--- src/tap_pkg.sv ---
////////////////////////////////////////////////////////////////////////////////
// Purpose : shared constants and types of the serial test access port
// Assumes : both ends run on a 20 MHz core_clk
// Notes   : the link clock period is set by the host-side divider
////////////////////////////////////////////////////////////////////////////////
package tap_pkg;
  // clocking of the host divider
  localparam int unsigned CORE_PERIOD_NS = 50;
  localparam int unsigned TCK_PERIOD_NS  = 1000;
  localparam int unsigned TCK_HALF_CYC   = TCK_PERIOD_NS / (2 * CORE_PERIOD_NS);
  localparam logic [4:0]  TCK_HALF_LAST  = 5'(TCK_HALF_CYC - 1);

  // register widths
  localparam int unsigned IR_W  = 4;
  localparam int unsigned DR_W  = 32;
  localparam int unsigned BND_W = 8;
  localparam int unsigned AUX_W = 8;
  localparam int unsigned VEC_W = 40;

  // instruction codes and the fixed capture value
  localparam logic [3:0] IR_CAPTURE       = 4'h1;
  localparam logic [3:0] INSTR_BND_DRIVE  = 4'h0;
  localparam logic [3:0] INSTR_ID         = 4'h1;
  localparam logic [3:0] INSTR_BND_SAMPLE = 4'h2;
  localparam logic [3:0] INSTR_PROG       = 4'h4;
  localparam logic [3:0] INSTR_ISCAN      = 4'h8;
  localparam logic [3:0] INSTR_BREAK      = 4'hA;
  localparam logic [3:0] INSTR_BYPASS     = 4'hF;

  // host mode-select headers, sent first bit first
  localparam logic [7:0] HDR_IR_TMS = 8'h03;
  localparam logic [5:0] HDR_IR_CNT = 6'h04;
  localparam logic [7:0] HDR_DR_TMS = 8'h01;
  localparam logic [5:0] HDR_DR_CNT = 6'h03;
  localparam logic [7:0] ESC_TMS    = 8'h1F;
  localparam logic [5:0] ESC_CNT    = 6'h06;
  localparam logic [5:0] TAIL_CNT   = 6'h02;
  localparam logic [5:0] FULL_LEN   = 6'h20;

  typedef enum logic [3:0] {
    ST_TLR, ST_RTI, ST_SEL_DR, ST_CAP_DR, ST_SH_DR, ST_EX1_DR, ST_PA_DR, ST_EX2_DR,
    ST_UPD_DR, ST_SEL_IR, ST_CAP_IR, ST_SH_IR, ST_EX1_IR, ST_PA_IR, ST_EX2_IR, ST_UPD_IR
  } tap_state_t;

  typedef enum logic [2:0] {
    CH_ID, CH_BYPASS, CH_BOUNDARY, CH_PROG, CH_ISCAN, CH_BREAK
  } chain_t;

  typedef enum logic [1:0] {CMD_RESET, CMD_IR, CMD_DR} cmd_kind_t;
endpackage : tap_pkg

--- src/tap_link_if.sv ---
////////////////////////////////////////////////////////////////////////////////
// Purpose : the four test port wires between host and device
// Assumes : data output has a pull-up on the board
// Notes   : tdo_line resolves the released output to the pulled-up level
////////////////////////////////////////////////////////////////////////////////
`timescale 1ns/1ps
interface tap_link_if;
  logic tck;
  logic tms;
  logic tdi;
  logic tdo;
  logic tdo_oe_n;
  logic tdo_line;

  // released output floats high through the board pull-up
  assign tdo_line = tdo_oe_n ? 1'b1 : tdo;

  modport dev  (input tck, input tms, input tdi, output tdo, output tdo_oe_n);
  modport host (output tck, output tms, output tdi, input tdo_line);
endinterface : tap_link_if

--- src/tap_device.sv ---
////////////////////////////////////////////////////////////////////////////////
// Purpose : device end of the test access port: controller, IR and data chains
// Assumes : link pins are asynchronous to core_clk and sampled by it
// Notes   : link clock must stay well below a quarter of core_clk
////////////////////////////////////////////////////////////////////////////////
`timescale 1ns/1ps
module tap_device
  import tap_pkg::*;
#(
  parameter logic [31:0] ID_CODE = 32'h0000_1001  // arbitrary identification value
)(
  input  wire logic               core_clk,
  input  wire logic               reset,
  input  wire logic               test_port_enable_fuse,
  input  wire logic               test_port_disable_bit,
  input  wire logic [BND_W-1:0]   bnd_in,
  input  wire logic [AUX_W-1:0]   aux_in,
  output logic      [IR_W-1:0]    instr,
  output chain_t                  chain_sel,
  output logic      [BND_W-1:0]   bnd_out,
  output logic      [AUX_W-1:0]   aux_out,
  output logic                    run_idle,
  output logic                    port_gpio,
  output logic                    pullup_en,
  tap_link_if.dev                 link
);

  //////////////////////////////////////////////////////////////////////////////
  // pin synchroniser: bit 0 clock, bit 1 mode select, bit 2 data in
  logic [2:0] s1_q, s2_q, s3_q, f_q;
  logic [2:0] f_d;
  logic       tck_rise, tck_fall, tms, tdi;

  // a level counts only once the second and third stages agree
  genvar g;
  for (g = 0; g < 3; g++)
  begin : g_filt
    assign f_d[g] = (s2_q[g] == s3_q[g]) ? s3_q[g] : f_q[g];
  end

  always_ff @(posedge core_clk or posedge reset)
  begin
    if (reset)
    begin
      s1_q <= 3'h7;
      s2_q <= 3'h7;
      s3_q <= 3'h7;
      f_q  <= 3'h7;
    end
    else
    begin
      s1_q <= {link.tdi, link.tms, link.tck};
      s2_q <= s1_q;
      s3_q <= s2_q;
      f_q  <= f_d;
    end
  end

  assign tck_rise = f_d[0] & ~f_q[0];
  assign tck_fall = ~f_d[0] & f_q[0];
  assign tms      = f_q[1];
  assign tdi      = f_q[2];

  //////////////////////////////////////////////////////////////////////////////
  // controller transitions on mode select
  function automatic tap_state_t next_state(input tap_state_t s, input logic m);
    unique case (s)
      ST_TLR:    next_state = m ? ST_TLR    : ST_RTI;
      ST_RTI:    next_state = m ? ST_SEL_DR : ST_RTI;
      ST_SEL_DR: next_state = m ? ST_SEL_IR : ST_CAP_DR;
      ST_CAP_DR: next_state = m ? ST_EX1_DR : ST_SH_DR;
      ST_SH_DR:  next_state = m ? ST_EX1_DR : ST_SH_DR;
      ST_EX1_DR: next_state = m ? ST_UPD_DR : ST_PA_DR;
      ST_PA_DR:  next_state = m ? ST_EX2_DR : ST_PA_DR;
      ST_EX2_DR: next_state = m ? ST_UPD_DR : ST_SH_DR;
      ST_UPD_DR: next_state = m ? ST_SEL_DR : ST_RTI;
      ST_SEL_IR: next_state = m ? ST_TLR    : ST_CAP_IR;
      ST_CAP_IR: next_state = m ? ST_EX1_IR : ST_SH_IR;
      ST_SH_IR:  next_state = m ? ST_EX1_IR : ST_SH_IR;
      ST_EX1_IR: next_state = m ? ST_UPD_IR : ST_PA_IR;
      ST_PA_IR:  next_state = m ? ST_EX2_IR : ST_PA_IR;
      ST_EX2_IR: next_state = m ? ST_UPD_IR : ST_SH_IR;
      ST_UPD_IR: next_state = m ? ST_SEL_DR : ST_RTI;
    endcase
  endfunction : next_state

  // instruction to chain; 5-7, 9 and B alias PROG, ISCAN and BREAK; only 3 and C-F fall back to the one-bit bypass
  function automatic chain_t decode_chain(input logic [IR_W-1:0] ir);
    if (ir == INSTR_ID)
      decode_chain = CH_ID;
    else if (ir == INSTR_BND_DRIVE || ir == INSTR_BND_SAMPLE)
      decode_chain = CH_BOUNDARY;
    else if (ir[3:2] == INSTR_PROG[3:2])
      decode_chain = CH_PROG;
    else if (ir[3:1] == INSTR_ISCAN[3:1])
      decode_chain = CH_ISCAN;
    else if (ir[3:1] == INSTR_BREAK[3:1])
      decode_chain = CH_BREAK;
    else
      decode_chain = CH_BYPASS;
  endfunction : decode_chain

  // chain length sets where the incoming bit enters the shared shifter
  function automatic logic [DR_W-1:0] dr_shift(input logic [DR_W-1:0] sr,
                                               input logic d, input chain_t c);
    dr_shift = {d, sr[DR_W-1:1]};
    if (c == CH_BYPASS)
      dr_shift = {{(DR_W-1){1'b0}}, d};
    else if (c != CH_ID)
      dr_shift = {{(DR_W-BND_W){1'b0}}, d, sr[BND_W-1:1]};
  endfunction : dr_shift

  //////////////////////////////////////////////////////////////////////////////
  // controller, shifters and latches
  tap_state_t       st_q, st_d;
  chain_t           chain_q, chain_d;
  logic [IR_W-1:0]  ir_sr_q, ir_sr_d, ir_q, ir_d;
  logic [DR_W-1:0]  dr_sr_q, dr_sr_d;
  logic [BND_W-1:0] bnd_q, bnd_d;
  logic [AUX_W-1:0] aux_q, aux_d;
  logic             tdo_q, tdo_d, oe_n_q, oe_n_d;
  logic             idle_q, idle_d, gpio_q, gpio_d, pull_q, pull_d, en;

  assign en = test_port_enable_fuse & ~test_port_disable_bit;

  always_comb
  begin
    st_d    = st_q;
    chain_d = chain_q;
    ir_sr_d = ir_sr_q;
    ir_d    = ir_q;
    dr_sr_d = dr_sr_q;
    bnd_d   = bnd_q;
    aux_d   = aux_q;
    tdo_d   = tdo_q;
    oe_n_d  = oe_n_q;
    gpio_d  = ~test_port_enable_fuse;
    pull_d  = en;
    idle_d  = en && (st_q == ST_RTI);
    if (!en)
    begin
      st_d    = ST_TLR;
      ir_d    = INSTR_ID;
      chain_d = CH_ID;
      oe_n_d  = 1'b1;
    end
    else if (tck_rise)
    begin
      st_d = next_state(st_q, tms);
      // exit and pause states fall to the default and leave data alone
      case (st_q)
        ST_TLR:
        begin
          ir_d    = INSTR_ID;
          chain_d = CH_ID;
        end
        ST_CAP_IR: ir_sr_d = IR_CAPTURE;
        ST_SH_IR:  ir_sr_d = {tdi, ir_sr_q[IR_W-1:1]};
        ST_UPD_IR:
        begin
          ir_d    = ir_sr_q;
          chain_d = decode_chain(ir_sr_q);
        end
        ST_CAP_DR:
        begin
          unique case (chain_q)
            CH_ID:       dr_sr_d = ID_CODE;
            CH_BYPASS:   dr_sr_d = '0;
            CH_BOUNDARY: dr_sr_d = {{(DR_W-BND_W){1'b0}}, bnd_in};
            default:     dr_sr_d = {{(DR_W-AUX_W){1'b0}}, aux_in};
          endcase
        end
        ST_SH_DR:  dr_sr_d = dr_shift(dr_sr_q, tdi, chain_q);
        ST_UPD_DR:
        begin
          if (chain_q == CH_BOUNDARY)
            bnd_d = dr_sr_q[BND_W-1:0];
          else if (chain_q != CH_ID && chain_q != CH_BYPASS)
            aux_d = dr_sr_q[AUX_W-1:0];
        end
        default: ;
      endcase
    end
    else if (tck_fall)
    begin
      // driving only on the falling edge gives the host a full half period
      oe_n_d = 1'b1;
      if (st_q == ST_SH_IR)
      begin
        tdo_d  = ir_sr_q[0];
        oe_n_d = 1'b0;
      end
      else if (st_q == ST_SH_DR)
      begin
        tdo_d  = dr_sr_q[0];
        oe_n_d = 1'b0;
      end
    end
  end

  // only the reset input reaches here; there is no test reset pin
  always_ff @(posedge core_clk or posedge reset)
  begin
    if (reset)
    begin
      st_q    <= ST_TLR;
      chain_q <= CH_ID;
      ir_sr_q <= IR_CAPTURE;
      ir_q    <= INSTR_ID;
      dr_sr_q <= '0;
      bnd_q   <= '0;
      aux_q   <= '0;
      tdo_q   <= 1'b1;
      oe_n_q  <= 1'b1;
      idle_q  <= 1'b0;
      gpio_q  <= 1'b1;
      pull_q  <= 1'b0;
    end
    else
    begin
      st_q    <= st_d;
      chain_q <= chain_d;
      ir_sr_q <= ir_sr_d;
      ir_q    <= ir_d;
      dr_sr_q <= dr_sr_d;
      bnd_q   <= bnd_d;
      aux_q   <= aux_d;
      tdo_q   <= tdo_d;
      oe_n_q  <= oe_n_d;
      idle_q  <= idle_d;
      gpio_q  <= gpio_d;
      pull_q  <= pull_d;
    end
  end

  //////////////////////////////////////////////////////////////////////////////
  // outputs, all straight from flip-flops
  assign link.tdo      = tdo_q;
  assign link.tdo_oe_n = oe_n_q;
  assign instr         = ir_q;
  assign chain_sel     = chain_q;
  assign bnd_out       = bnd_q;
  assign aux_out       = aux_q;
  assign run_idle      = idle_q;
  assign port_gpio     = gpio_q;
  assign pullup_en     = pull_q;

endmodule : tap_device

--- src/flat_wrapper.sv ---
// flat-port wrapper written by rule: the top's interface ports become plain ports
module tap_device_flat import tap_pkg::*;
#(
  parameter logic [31:0] ID_CODE = 32'h0000_1001                                   
)
  (core_clk, reset, test_port_enable_fuse, test_port_disable_bit, bnd_in, aux_in, instr, chain_sel, bnd_out, aux_out, run_idle, port_gpio, pullup_en, link_tck, link_tms, link_tdi, link_tdo, link_tdo_oe_n);
  tap_link_if link_i ();
  input  wire logic core_clk;
  input  wire logic reset;
  input  wire logic test_port_enable_fuse;
  input  wire logic test_port_disable_bit;
  input  wire logic [BND_W-1:0] bnd_in;
  input  wire logic [AUX_W-1:0] aux_in;
  output logic      [IR_W-1:0] instr;
  output chain_t chain_sel;
  output logic      [BND_W-1:0] bnd_out;
  output logic      [AUX_W-1:0] aux_out;
  output logic run_idle;
  output logic port_gpio;
  output logic pullup_en;
  input wire logic [$bits(link_i.tck)-1:0] link_tck;
  input wire logic [$bits(link_i.tms)-1:0] link_tms;
  input wire logic [$bits(link_i.tdi)-1:0] link_tdi;
  output wire logic [$bits(link_i.tdo)-1:0] link_tdo;
  output wire logic [$bits(link_i.tdo_oe_n)-1:0] link_tdo_oe_n;
  assign link_i.tck = link_tck;
  assign link_i.tms = link_tms;
  assign link_i.tdi = link_tdi;
  assign link_tdo = link_i.tdo;
  assign link_tdo_oe_n = link_i.tdo_oe_n;
  tap_device #(.ID_CODE(ID_CODE)) u_core (.core_clk(core_clk), .reset(reset), .test_port_enable_fuse(test_port_enable_fuse), .test_port_disable_bit(test_port_disable_bit), .bnd_in(bnd_in), .aux_in(aux_in), .instr(instr), .chain_sel(chain_sel), .bnd_out(bnd_out), .aux_out(aux_out), .run_idle(run_idle), .port_gpio(port_gpio), .pullup_en(pullup_en), .link(link_i));
endmodule
--- config.mk ---
export PLATFORM = sky130hd
export DESIGN_NAME = tap_device_flat
export DESIGN_NICKNAME = d
export VERILOG_FILES = /design/src/tap_pkg.sv /design/src/tap_link_if.sv /design/src/tap_device.sv /design/src/flat_wrapper.sv
export SDC_FILE = /design/constraint.sdc
export NUM_CORES = 1
export LEC_CHECK = 0
export ABC_AREA = 1
export BUFFER_PORTS_ARGS = -buffer_cell sky130_fd_sc_hd__buf_2
export CAP_MARGIN = 20
export CORE_MARGIN = 1.5
export CORE_UTILIZATION = 45
export CTS_CLUSTER_DIAMETER = 30
export DETAILED_ROUTE_END_ITERATION = 8
export PLACE_DENSITY = 0.76
export SLEW_MARGIN = 40
export SYNTH_ARGS = -nofsm -noshare
export SYNTH_HDL_FRONTEND = slang
export SYNTH_SLANG_ARGS = --single-unit
export TNS_END_PERCENT = 5
--- constraint.sdc ---
create_clock -name core_clk -period 3.77 [get_ports core_clk]
set_input_delay 0.5655 -clock core_clk [delete_from_list [all_inputs] [get_ports core_clk]]
set_output_delay 0.5655 -clock core_clk [all_outputs]
set_load 0.05 [all_outputs]
==> out/results.ini <==
[clock_tree]
source_to_sink_clock_delay_at_the_later_pin_of_the_worst_skew_pair_ns=0.34
cts.root.buffer_cell=sky130_fd_sc_hd__clkbuf_8
tritoncts.num_buffers=9
clkSinkCount=80
cts_max_path_buffers=2
ctsHtreeMaxLevel=3
holdBufCountCts=0
postCtsSetupBuffers=0
tritoncts=done
post_cts_resized=0
clkSlewWorstSetupHoldPaths_ns=0.09

[sta]
timing.final.hold_violations=0
final.setup_skew_ns=0.01125
final_max_slew_viol_count=0
fin_worst_hold_slack_ns=0.2646
setup_slack_ns=1.797
final-setup-viol-count=0
final_layout_setup_total_negative_slack_ns=0
layout_min_cycle_time_ns=1.973
setup_repair_after_global_routing_missed_its_margin=no
max-slew-margin-rel_pct=58.91
fmaxAchievable_mhz=506.9
period_share_pct=52.33
worstMarginPinSlew_ns=0.6130

[final_layout]
multi_input_combinational_cell_area_um2=1275
num_antenna_cells=0
layout-area-overhead-vs-synth_pct=15.18
drive_gt1_share_pct=22.70
nFillCells=717
layout.nets=486
final-seq-area_um2=2023

[routing]
drt_first_iter_violations=156
postRouteAntennaNets=0
routed-via-count=2856
avgViaCountPerCell=5.019
dr.pass1.iters=4
post_drt_wl_per_cell_um=12.84
drc=0
finalWirelength_mm=7.305

[global_routing]
globalRoute.totalOverflow=0
grt_antenna_before_repair=0
vias_in_the_first_global_route=2651
grt_use_total_pct=18.71
pin_count_of_the_biggest_net_entering_global_routing=46
first_pass_grt_wire_length_mm=12.45

[setup_path]
kind_of_critical_path=reg2reg
required_worst_endpoint_ns=4.00
worst-endpoint-arrival_ns=2.20
cp_endpoint_kind=flop
start_kind=flop
crit_fanout=33

[synth]
syn-mean-instance-area_um2=8.765
synth_cells=409
synth_top_area_cell=sky130_fd_sc_hd__dfrtp_1
postSynth.topFlopCell=sky130_fd_sc_hd__dfrtp_1
synth_seq_cells=80
synth_top_cells_by_area=sky130_fd_sc_hd__dfrtp_1 44%, sky130_fd_sc_hd__nand2_1 13%, sky130_fd_sc_hd__dfstp_2 12%, sky130_fd_sc_hd__inv_1 5.3%, sky130_fd_sc_hd__o22ai_1 3.8%
asyncSetResetFlopFracSynth_pct=100.0
yosysWarningCount=0
syn-cell-area_um2=3585
synth-edff-count=0
post_synth_most_frequent_cells=126 x sky130_fd_sc_hd__nand2_1, 63 x sky130_fd_sc_hd__dfrtp_1, 51 x sky130_fd_sc_hd__inv_1, 22 x sky130_fd_sc_hd__o21ai_1, 22 x sky130_fd_sc_hd__o22ai_1
synth.most_common_cell=sky130_fd_sc_hd__nand2_1
syn_nets=432
synth_top_area_share_pct=43.98
number_of_different_library_cells_in_the_post_synthesis_netlist=27
ys_seq_area_share_pct=56.44

[outcome]
run_status=completed

[die]
floorplan.rows=32
core_region_area_um2=7727
fp.dieH_um=92.25
die_area_um2=8510
floorplan.io_pins=51
floorplan.initialDensity_pct=46.39
die_width_um=92.25

[pwr]
fin_total_pwr_mw=1.677
worst_ir_drop_vdd_v=0.0001785
leakagePower_nw=2.213
powerDensity_nw_per_um2=406.0

[placed_design]
preCtsSetupSlack_ns=1.697
portBuffers=50
place.detailed.hpwl_mm=5.285
final_wtd_congestion=0.8728

[flow_run]
cap_viol_max_count=0

[min_path]
min_path_type=in2async

where the power goes:
| group | total (mW) | switching, mW | leakage (nW) | internal (mW) |
|---|---|---|---|---|
| Sequential | 0.907 | 0.0150 | 0.948 | 0.892 |
| Clock | 0.685 | 0.311 | 0.106 | 0.374 |
| Combinational | 0.0842 | 0.0581 | 1.16 | 0.0260 |
| Total | 1.68 | 0.384 | 2.21 | 1.29 |
worst max-delay path, stage by stage, from the launching register on:
cell,delay (ns)
sky130_fd_sc_hd__dfrtp_1,0.48
sky130_fd_sc_hd__nor2_1,0.20
sky130_fd_sc_hd__nand2_1,0.30
sky130_fd_sc_hd__nand2_1,0.17
sky130_fd_sc_hd__inv_2,0.08
sky130_fd_sc_hd__nor2_8,0.34
sky130_fd_sc_hd__inv_2,0.13
sky130_fd_sc_hd__nand2_1,0.09
sky130_fd_sc_hd__o21ai_0,0.07
cell type report:
type	count	area share (%)
Tap cell	102	3.091
Inverter	58	5.333
Multi-Input combinational cell	262	30.88
Timing Repair Buffer	52	6.424
Clock inverter	6	2.273
Clock buffer	9	3.000
Sequential cell	80	49.00
per-stage QoR:
| stage | instance area, um^2 | utilization (%) | cells |
|---|---|---|---|
| 6_report | 4129 | 53.43 | 569 |
| 5_1_grt | 4129 | 53.43 | 569 |
| 4_1_cts | 4129 | 53.43 | 569 |
| 3_5_place_dp | 3911 | 50.62 | 554 |
| 3_3_place_gp | 3909 | 50.58 | 554 |
| 2_1_floorplan | 3585 | - | 409 |
sequential cells by signal, summed over array words and instances, names as in the netlist, 3 cells and up:
register	flops
u_core.s3_q	3
u_core.f_q	3
u_core.ir_sr_q	4
u_core.s1_q	3
u_core.chain_sel	3
u_core.dr_sr_q	32
u_core.st_q	4
u_core.bnd_out	8
u_core.aux_out	8
u_core.s2_q	3
u_core.instr	4
cells in the final DEF, fill, tap and decap left out, drive strengths merged:
| master | instances |
|---|---|
| nand2 | 127 |
| dfrtp | 63 |
| inv | 59 |
| buf | 52 |
| o21ai | 41 |
| nor2 | 28 |
| nand3 | 24 |
| o22ai | 22 |
| dfstp | 17 |
| clkbuf | 9 |
| nand4 | 6 |
| a21oi | 4 |
| nor3 | 3 |
| o211ai | 2 |
| nand3b | 2 |
| maj3 | 2 |
| clkinv | 2 |
| bufinv | 2 |
| o21a | 1 |
| clkinvlp | 1 |
layer usage:
layer | vias to the layer above | global-route usage [%] | wire [um]
met5 | - | 0 | 0
met4 | 0 | 6.410 | 106
met3 | 10 | 4.892 | 424
met2 | 84 | 27.72 | 3239
met1 | 1331 | 26.58 | 3534
li1 | 1431 | - | -
cell families (layout without fill, tap and decap cells):
family                     Yosys count  in the layout  synth area share, %
and+or+nand+nor                    190            190                24.26
DFF                                 80             80                56.44
AOI/OAI and AO/OA                   70             70                10.75
buffers and inverters               67            125                7.993
adders and majority gates            2              2               0.5585
path summary, 6_finish.rpt:
kind / startpoint / to / slack, ns / depth (start not counted)
max: u_core.st_q[1] / u_core.dr_sr_q[13] / 1.80 / 8
min: reset / u_core.dr_sr_q[15] / 0.26 / 2
max reg2reg: u_core.st_q[1] / u_core.dr_sr_q[13] / 1.80 / 8
min reg2reg: u_core.s1_q[1] / u_core.s2_q[1] / 0.36 / 0
max in group asynchronous: reset / u_core.port_gpio / 2.76 / 3
min in group core_clk: link_tdi / u_core.s1_q[2] / 0.32 / 1
Note: power is estimated with default switching activity, not from simulation.
